File: src/tprc_consts.svh
`ifndef TPRC_CONSTS_SVH
`define TPRC_CONSTS_SVH
`define TPRC_MODE_CHAN_PLL 3'h1
`define TPRC_MODE_TXPLL_SEL 3'h2
`define TPRC_MODE_CMU_PLL 3'h4
`define TPRC_MODE_CCU 3'h5
`define TPRC_MODE_RATE_DIV 3'h6
`define TPRC_DIV_BY1 2'h0
`define TPRC_DIV_BY2 2'h1
`define TPRC_DIV_BY4 2'h2
`define TPRC_DIV_UNUSED 2'h3
`define TPRC_WORDS_CHAN_PLL 6'h37
`define TPRC_WORDS_TXPLL_SEL 6'h08
`define TPRC_WORDS_CMU_PLL 6'h08
`define TPRC_WORDS_CCU 6'h05
`define TPRC_WORD_WIDTH 16
`endif

File: src/tprc_pkg.sv
`default_nettype none
package tprc_pkg;
   typedef enum logic [2:0] {
      TPRC_IDLE = 3'b000,
      TPRC_FETCH = 3'b001,
      TPRC_WRITE = 3'b010,
      TPRC_WAITSTB = 3'b011,
      TPRC_DONE = 3'b100
   } tprc_state_e;
endpackage : tprc_pkg
`default_nettype wire

File: src/tprc_top.sv
`include "tprc_consts.svh"
`default_nettype none
// Function
// - Only writes exist in transmit PLL select mode; no read path is provided.
// - PLL select mode reuses channel write sequence, different mode code and word count.
// - Continuous write option: one strobe transfers all words.
// - Completion pulse asserted after clock multiplier PLL reconfiguration finishes.
// - Selected PLL held powered down until reconfiguration completes, no external control.
// - Only the selected PLL is powered down; the other keeps running.
// - New PLL rate moves all channels clocked from it.
// - First PLL reference index is always the inverse of the second.
// - Bonded switch uses one word file, split between both steps.
// - Reconfiguration unavailable while hard protocol IP runs in PCI Express mode.
// - Rate division changes only the transmit local divider to 1, 2 or 4.
// - Receive dividers never change on a transmit rate division.
// - Divider readback uses the divider select encoding.
// - Rate division applies directly from divider select, no words transferred.
// - Divider select 10 means divide by four.
// - Readback returns 01 when divider is divide by two.
// - Every transferred word is 16 bits wide.
module tprc_top
   import tprc_pkg::*;
#(
   parameter int CHANNELS = 4,
   parameter int CH_W = 2,
   parameter int ADDR_W = 6
) (
   input wire logic clock,
   input wire logic rstn,
   input wire logic [2:0] mode_sel,
   input wire logic [CH_W-1:0] channel_index,
   input wire logic write_strobe,
   input wire logic continuous_write,
   input wire logic [1:0] divider_select,
   input wire logic hard_ip_pcie_mode,
   input wire logic pll_index_first,
   input wire logic [`TPRC_WORD_WIDTH-1:0] mif_data,
   output logic [ADDR_W-1:0] mif_addr_ff,
   output logic [`TPRC_WORD_WIDTH-1:0] xcvr_word_ff,
   output logic [ADDR_W-1:0] xcvr_addr_ff,
   output logic [CH_W-1:0] xcvr_channel_ff,
   output logic xcvr_write_ff,
   output logic [1:0] pll_powerdown_ff,
   output logic [1:0] pll_ref_index_ff,
   output logic [CHANNELS*2-1:0] tx_divider_ff,
   output logic [CHANNELS*2-1:0] rx_divider_ff,
   output logic [1:0] divider_readback_ff,
   output logic busy_ff,
   output logic done_ff
);
   // Only write transfers exist; the block has no read path in any word mode.
   tprc_state_e state_ff, nxt_state;
   logic [ADDR_W-1:0] nxt_mif_addr, last_ff, nxt_last;
   logic [`TPRC_WORD_WIDTH-1:0] nxt_word;
   logic [ADDR_W-1:0] nxt_xaddr;
   logic [CH_W-1:0] nxt_chan;
   logic nxt_write, nxt_busy, nxt_done, pll_sel_ff, nxt_pll_sel;
   logic [1:0] nxt_pd, nxt_rb, nxt_refi;
   logic [CHANNELS*2-1:0] nxt_txdiv;

   function automatic logic [ADDR_W-1:0] words_for(input logic [2:0] m);
      case (m)
         `TPRC_MODE_CHAN_PLL: words_for = ADDR_W'(`TPRC_WORDS_CHAN_PLL);
         `TPRC_MODE_TXPLL_SEL: words_for = ADDR_W'(`TPRC_WORDS_TXPLL_SEL);
         `TPRC_MODE_CMU_PLL: words_for = ADDR_W'(`TPRC_WORDS_CMU_PLL);
         `TPRC_MODE_CCU: words_for = ADDR_W'(`TPRC_WORDS_CCU);
         default: words_for = '0;
      endcase
   endfunction : words_for

   function automatic logic word_mode(input logic [2:0] m);
      word_mode = (words_for(m) != '0);
   endfunction : word_mode

   always_comb begin
      nxt_state = state_ff;
      nxt_mif_addr = mif_addr_ff;
      nxt_last = last_ff;
      nxt_word = xcvr_word_ff;
      nxt_xaddr = xcvr_addr_ff;
      nxt_chan = xcvr_channel_ff;
      nxt_write = 1'b0;
      nxt_busy = busy_ff;
      nxt_done = 1'b0;
      nxt_pd = pll_powerdown_ff;
      nxt_pll_sel = pll_sel_ff;
      nxt_txdiv = tx_divider_ff;
      nxt_rb = tx_divider_ff[2*channel_index +: 2];
      // Reference indices always complement each other.
      nxt_refi = {~pll_index_first, pll_index_first};
      case (state_ff)
         TPRC_IDLE: begin
            // A strobe with the hard protocol IP in PCI Express mode is ignored.
            if (write_strobe && !hard_ip_pcie_mode) begin
               if (mode_sel == `TPRC_MODE_RATE_DIV) begin
                  // Divider 11 is unused and leaves the setting alone.
                  if (divider_select != `TPRC_DIV_UNUSED) begin
                     nxt_txdiv[2*channel_index +: 2] = divider_select;
                  end
                  nxt_done = 1'b1;
               end else if (word_mode(mode_sel)) begin
                  nxt_mif_addr = '0;
                  nxt_last = words_for(mode_sel) - ADDR_W'(1);
                  nxt_chan = channel_index;
                  nxt_busy = 1'b1;
                  nxt_state = TPRC_FETCH;
                  if (mode_sel == `TPRC_MODE_CMU_PLL) begin
                     nxt_pll_sel = channel_index[0];
                     nxt_pd[channel_index[0]] = 1'b1;
                  end
               end
            end
         end
         TPRC_FETCH: begin
            nxt_state = TPRC_WRITE;
         end
         TPRC_WRITE: begin
            nxt_word = mif_data;
            nxt_xaddr = mif_addr_ff;
            nxt_write = 1'b1;
            if (mif_addr_ff == last_ff) begin
               nxt_state = TPRC_DONE;
            end else begin
               nxt_mif_addr = mif_addr_ff + ADDR_W'(1);
               // Without continuous write each further word needs its own strobe.
               nxt_state = continuous_write ? TPRC_FETCH : TPRC_WAITSTB;
            end
         end
         TPRC_WAITSTB: begin
            if (write_strobe) begin
               nxt_state = TPRC_FETCH;
            end
         end
         TPRC_DONE: begin
            // Releasing power-down retunes every channel fed by this PLL.
            nxt_pd[pll_sel_ff] = 1'b0;
            nxt_busy = 1'b0;
            nxt_done = 1'b1;
            nxt_state = TPRC_IDLE;
         end
         default: begin
            nxt_state = TPRC_IDLE;
         end
      endcase
   end

   always_ff @(posedge clock) begin
      if (!rstn) begin
         state_ff <= TPRC_IDLE;
         mif_addr_ff <= '0;
         last_ff <= '0;
         xcvr_word_ff <= '0;
         xcvr_addr_ff <= '0;
         xcvr_channel_ff <= '0;
         xcvr_write_ff <= 1'b0;
         pll_powerdown_ff <= 2'b00;
         pll_sel_ff <= 1'b0;
         pll_ref_index_ff <= 2'b10;
         tx_divider_ff <= '0;
         divider_readback_ff <= `TPRC_DIV_BY1;
         busy_ff <= 1'b0;
         done_ff <= 1'b0;
      end else begin
         state_ff <= nxt_state;
         mif_addr_ff <= nxt_mif_addr;
         last_ff <= nxt_last;
         xcvr_word_ff <= nxt_word;
         xcvr_addr_ff <= nxt_xaddr;
         xcvr_channel_ff <= nxt_chan;
         xcvr_write_ff <= nxt_write;
         pll_powerdown_ff <= nxt_pd;
         pll_sel_ff <= nxt_pll_sel;
         pll_ref_index_ff <= nxt_refi;
         tx_divider_ff <= nxt_txdiv;
         divider_readback_ff <= nxt_rb;
         busy_ff <= nxt_busy;
         done_ff <= nxt_done;
      end
   end

   // Receive dividers are never touched by this block.
   always_ff @(posedge clock) begin
      if (!rstn) begin
         rx_divider_ff <= '0;
      end else begin
         rx_divider_ff <= rx_divider_ff;
      end
   end
endmodule : tprc_top
`default_nettype wire
File: config.mk
export PLATFORM = sky130hd
export DESIGN_NAME = tprc_top
export DESIGN_NICKNAME = d
export VERILOG_FILES = /design/src/tprc_pkg.sv /design/src/tprc_top.sv
export VERILOG_INCLUDE_DIRS = /design/src
export SDC_FILE = /design/constraint.sdc
export NUM_CORES = 1
export LEC_CHECK = 0
export ABC_AREA = 1
export ABC_CLOCK_PERIOD_IN_PS = 3000
export BUFFER_PORTS_ARGS = -buffer_cell sky130_fd_sc_hd__buf_2
export CAP_MARGIN = 5
export CORE_MARGIN = 2
export CORE_UTILIZATION = 40
export DETAILED_ROUTE_END_ITERATION = 10
export HOLD_SLACK_MARGIN = 0.06
export PLACE_DENSITY = 0.63
export SLEW_MARGIN = 30
export SYNTH_ARGS = -nofsm -noshare
export SYNTH_HDL_FRONTEND = slang
export SYNTH_SLANG_ARGS = --single-unit
File: constraint.sdc
create_clock -name clock -period 3 [get_ports clock]
set_input_delay 0.6 -clock clock [delete_from_list [all_inputs] [get_ports clock]]
set_output_delay 0.6 -clock clock [all_outputs]
set_load 0.1 [all_outputs]
* After elaboration in Yosys (flattened, before gate mapping)
Cells that the tools add are included.
** Operators by class
- Multiplexer cells :: 38
- Equal/unequal tests :: 17
- $lt $le $gt $ge :: 4
- Add/subtract/negate cells :: 3
- Reductions and logical operators :: 16
- Shift-type cells :: 3
- Bitwise logic cells :: 5
** Operator list (count)
- 6-bit 2-to-1 mux :: 11
- 3-bit negation with 34-bit output :: 1
- 2-bit by 34-bit variable shift with 8-bit output, first input constant :: 1
- 2-bit by 34-bit variable part select with 8-bit output :: 1
- 6-bit case mux with 3 select lines :: 1
- 4-bit AND reduction :: 4
- 3-bit 2-to-1 mux :: 5
- 5-bit AND reduction :: 3
- 2-bit inequality test, second input constant :: 7
- 3-bit equality test, second input constant :: 4
- 3-bit case mux with 4 select lines :: 1
- 6-bit case mux with 2 select lines :: 1
- 2-bit 2-to-1 mux :: 5
- 3-bit by 2-bit equality test with 1-bit output, second input constant :: 3
- 8-bit bitwise mux :: 1
- 1-bit 2-to-1 mux :: 8
- 8-bit by 4-bit variable part select with 2-bit output :: 1
- 6-bit by 1-bit adder with 6-bit output, second input constant :: 1
- 3-bit by 1-bit equality test with 1-bit output, second input constant :: 2
- 6-bit equality test :: 1
- 6-bit nonzero test :: 1
- 6-bit by 1-bit subtractor with 6-bit output, second input constant :: 1
- 1-bit by 2-bit < comparator with 1-bit output, second input constant :: 2
- 1-bit case mux with 2 select lines :: 2
- other kinds (12) :: 18
** Storage, ports and cells
- Word-level logic and storage cells :: 100
- Flip-flop bits (word level) :: 57
- Bits of input ports :: 29

* Depth between registers and ports, before layout
- Depth in word-level cells :: 12
- Mapped depth :: 10

* Worst setup path before layout
Ideal clock, no wire load.
- Kind :: register to register
- From :: register mif_addr_ff[0]
- To :: register mif_addr_ff[4]
- Stages on the path, launching flop included :: 7
- Data arrival time :: 1.930 ns
- Slack :: 0.999 ns
- Period minus slack after synthesis :: 2.001 ns
- Path through :: dfxtp_1 > ha_1 > nand3_1 > xor2_1 > nor2_1 > nand3_1 > a21oi_1
** Between the ends
- Word-level cells in the longest chain between the ends :: 3
- Elaborated cells on any way between the ends :: 6
- Classes of those cells :: add/sub: 1; eq/ne: 2; mux: 2; reduce/logical: 1
** RTL lines
- start, declared :: RTL line tprc_top.sv:38 : output logic [ADDR_W-1:0] mif_addr_ff,
- start signal, assigned :: RTL line tprc_top.sv:165 : mif_addr_ff <= nxt_mif_addr;
- 6-bit by 1-bit adder with 6-bit output or 6-bit equality test (tied branches) :: RTL line tprc_top.sv:124, tprc_top.sv:121
- 6-bit 2-to-1 mux or 2-bit inequality test (tied branches)
- 6-bit case mux with 2 select lines or 5-bit AND reduction (tied branches)
Several ways; a longest one is shown, not always the timed one. The select of a mux whose other input is x is not followed.
A chain may end at the register's enable or synchronous reset.

* Final worst setup path
- From :: register mif_addr_ff[2]
- To :: output port mif_addr_ff[2]
No word-level cell between the ends.

==> impl_metrics.csv <==
group,metric,value,unit
detailed_routing,wl_met2,2.57,mm
detailed_routing,ant_nets,0,
power_and_ir_drop,p_switching,674,uW
worst_setup_path,crit_type,"reg2out",
clocking,postCtsHoldBufs,0,
detailed_routing,wl_met1,2.84,mm
worst_setup_path,reg2reg_from,"state_ff[0]",
power_and_ir_drop,power.share.sequential,46.7,%
global_route,antenna_found_initial,0,
logic_synthesis,ys.flop_type,"dfxtp_1",
worst_setup_path,crit_start,"mif_addr_ff[2]",
detailed_routing,drc,0,
clocking,postCtsSetupBuffers,0,
power_and_ir_drop,ir_drop,0.000262,V
timing,period_share,63.4,%
worst_setup_path,critPathMaxFanout,7,
clocking,root_buffer,"clkbuf_8",
cells_and_area,syn_to_final_growth,19.1,%
die,core-area,6280,um2
logic_synthesis,synth.largest_area_cell,"dfxtp_1",
worst_setup_path,endpoint_kind,"primary output",
worst_setup_path,worst_ep_required_time,2400,ps
timing,tightest_slew,525,ps
worst_setup_path,path_cells,"buf_2",
timing,grt_setup_unrepaired,"false",
place,dpl.hpwl,4.17,mm
detailed_routing,routed_wl,5.76,mm
clocking,cts_resized,0,
die,initial_core_util,40.9,%
power_and_ir_drop,power_frac_clock,25.3,%
detailed_routing,viasPerCell,4.59,
logic_synthesis,ys_seq_area_share,43.6,%
detailed_routing,first_iter_violations,86,
die,die_h,84.1,um
cells_and_area,layout_common_cells,"75 x buf_2, 72 x nor2_1, 56 x dfxtp_1",
clocking,cts_buffers,5,
power_and_ir_drop,pwr-share-comb,27.9,%
timing,slew-limit-headroom,64.8,%
cells_and_area,fin_nets,462,
logic_synthesis,ys_warn_count,0,
logic_synthesis,synth_seq_cells,56,
power_and_ir_drop,p_int,1040,uW
cells_and_area,n_antenna_cell,0,
timing,setup_viol,0,
timing,tns,0,ps
logic_synthesis,avgSynthCellArea,7.24,um2
worst_hold_path,hp-start,"pll_index_first",
worst_hold_path,hp-class,"in2reg",
place,dp_slack,897,ps
logic_synthesis,synth_top_area_share,43.6,%
logic_synthesis,syn_inst,355,
worst_setup_path,slowest_stage,"dfxtp_1",
power_and_ir_drop,power_density,560,nW/um2
global_route,grt_max_degree,39,
timing,finalMaxSlewViolations,0,
timing,clock_skew,3.82,ps
worst_setup_path,cpPeakStageDelay,500,ps
cells_and_area,final_common_cell,"buf_2",
cells_and_area,drive_above_1_share,25.2,%
logic_synthesis,synth_edf_count,0,
detailed_routing,wire_per_inst,11.4,um
detailed_routing,top_layer,"met4",
timing,fmax,0.526,GHz
power_and_ir_drop,cellLeakagePower,0.00143,uW
worst_setup_path,worst-path-buf-inv,1,
place,gp_congestion,0.862,
timing,setup_ws,1100,ps
detailed_routing,dr_wl_met3,317,um
logic_synthesis,syn_area,2570,um2
detailed_routing,dr_total_vias,2318,
worst_setup_path,cp_top_family,"flip-flops",
logic_synthesis,synth_cell_type_count,26,
clocking,htree_levels,2,
clocking,cts_buffer_depth,2,
worst_setup_path,cp-start-kind,"flip-flop",
timing,fin_crit,1900,ps
status,status,"finished clean",
global_route,gr-total-overflow,0,
clocking,insertion_delay,310,ps
timing,hold_viol,0,
clocking,cts_tree,"done",
die,rows,29,
logic_synthesis,synth.area.top_cells,"dfxtp_1 44%, nor2_1 11%, o21ai_0 8.0%",
die,ios,84,
clocking,cts.sink_count,56,
power_and_ir_drop,p_sw_share,39.3,%
detailed_routing,dr.pass1.iters,5,
logic_synthesis,synthArstFlopShare,0,%
die,die_x,84.1,um
place,port_buffers,75,
global_route,grt_use_total,16.8,%
global_route,grt_pass1_wl,9.80,mm
die,die_area,7080,um2
clocking,clkTransAtPathRegs,110,ps
job,maxCapViolCount,0,
global_route,grt_pass1_vias,2116,
worst_setup_path,critPathArrivalTime,1300,ps
-- power groups by stage --
stage | logic (uW) | registers, uW | clock network [uW]
floorplan | 202 | 1020 | 0
global placement | 479 | 817 | 0
detailed placement | 480 | 818 | 0
CTS | 481 | 801 | 453
global route | 515 | 807 | 479
finish | 479 | 801 | 434
-- final cells by class --
| type | count | area (um2) |
|---|---|---|
| clock inverters | 3 | 25.0 |
| multi-input cells | 249 | 1210 |
| inverters | 38 | 143 |
| repair buffers | 77 | 390 |
| fillers | 641 | 3220 |
| flip-flops and latches | 56 | 1120 |
| well taps | 77 | 96.3 |
| clock buffers | 5 | 68.8 |
-- logic make-up (layout without fill, tap and decap cells) --
family / count (synthesis) / after routing / share of synthesized area [%]
XOR/XNOR: 3 / 3 / 1.02
adder cells (fa/ha/maj): 6 / 6 / 2.92
other: 1 / 8 / 0.146
buffers and inverters: 57 / 123 / 10.1
AND/OR/NAND/NOR: 162 / 162 / 28.5
flip-flops: 56 / 56 / 43.6
AO/OA/AOI/OAI: 70 / 70 / 13.6
-- registers in the layout, summed over array words and instances (netlist names), 2 cells and up --
name / cells
last_ff: 5
divider_readback_ff: 2
tx_divider_ff: 8
pll_ref_index_ff: 2
state_ff: 3
pll_powerdown_ff: 2
xcvr_word_ff: 16
xcvr_addr_ff: 6
mif_addr_ff: 6
xcvr_channel_ff: 2
-- worst paths after layout --
| kind | endpoint | slack, ps | cells after the start |
|---|---|---|---|
| max | mif_addr_ff[2] | 1100 | 1 |
| min | pll_ref_index_ff[1] | 460 | 2 |
| max reg2reg | xcvr_addr_ff[2] | 1280 | 6 |
| min reg2reg | last_ff[3] | 470 | 2 |
-- stage by stage --
stage / std cells / hold WS, ps / util (%) / power, uW / cell area [um2]
global route: 505 / 452 / 48.7 / 1800 / 3060
global placement: 497 / 452 / 47.2 / 1300 / 2970
CTS: 505 / 445 / 48.7 / 1740 / 3060
detailed placement: 497 / 453 / 47.2 / 1300 / 2970
finish: 505 / 464 / 48.7 / 1710 / 3060
floorplan: 362 / 436 / - / 1230 / 2590
-- layer usage --
layer  track usage, %  vias to the layer above
met3             4.13                        4
met4             3.96                        0
met1             22.8                      987
met5                0                        -
li1                 -                     1257
met2             27.1                       70
-- synth_stat cells, types with 2 or more instances --
cell type  instances
clkinv_1           3
buf_4             10
nand4_1            2
nor2_1            72
nand3_1           22
xor2_1             2
clkbuf_1           8
nand2_2            4
nor2_4             3
inv_2              6
nor2_2             6
nor3_1             2
dfxtp_1           56
inv_1             29
nand2_4            2
nand2_1           46
o21ai_0           41
a21oi_1           25
ha_1               6
o21ai_1            4
No activity file was read; power rests on OpenSTA's default activity.
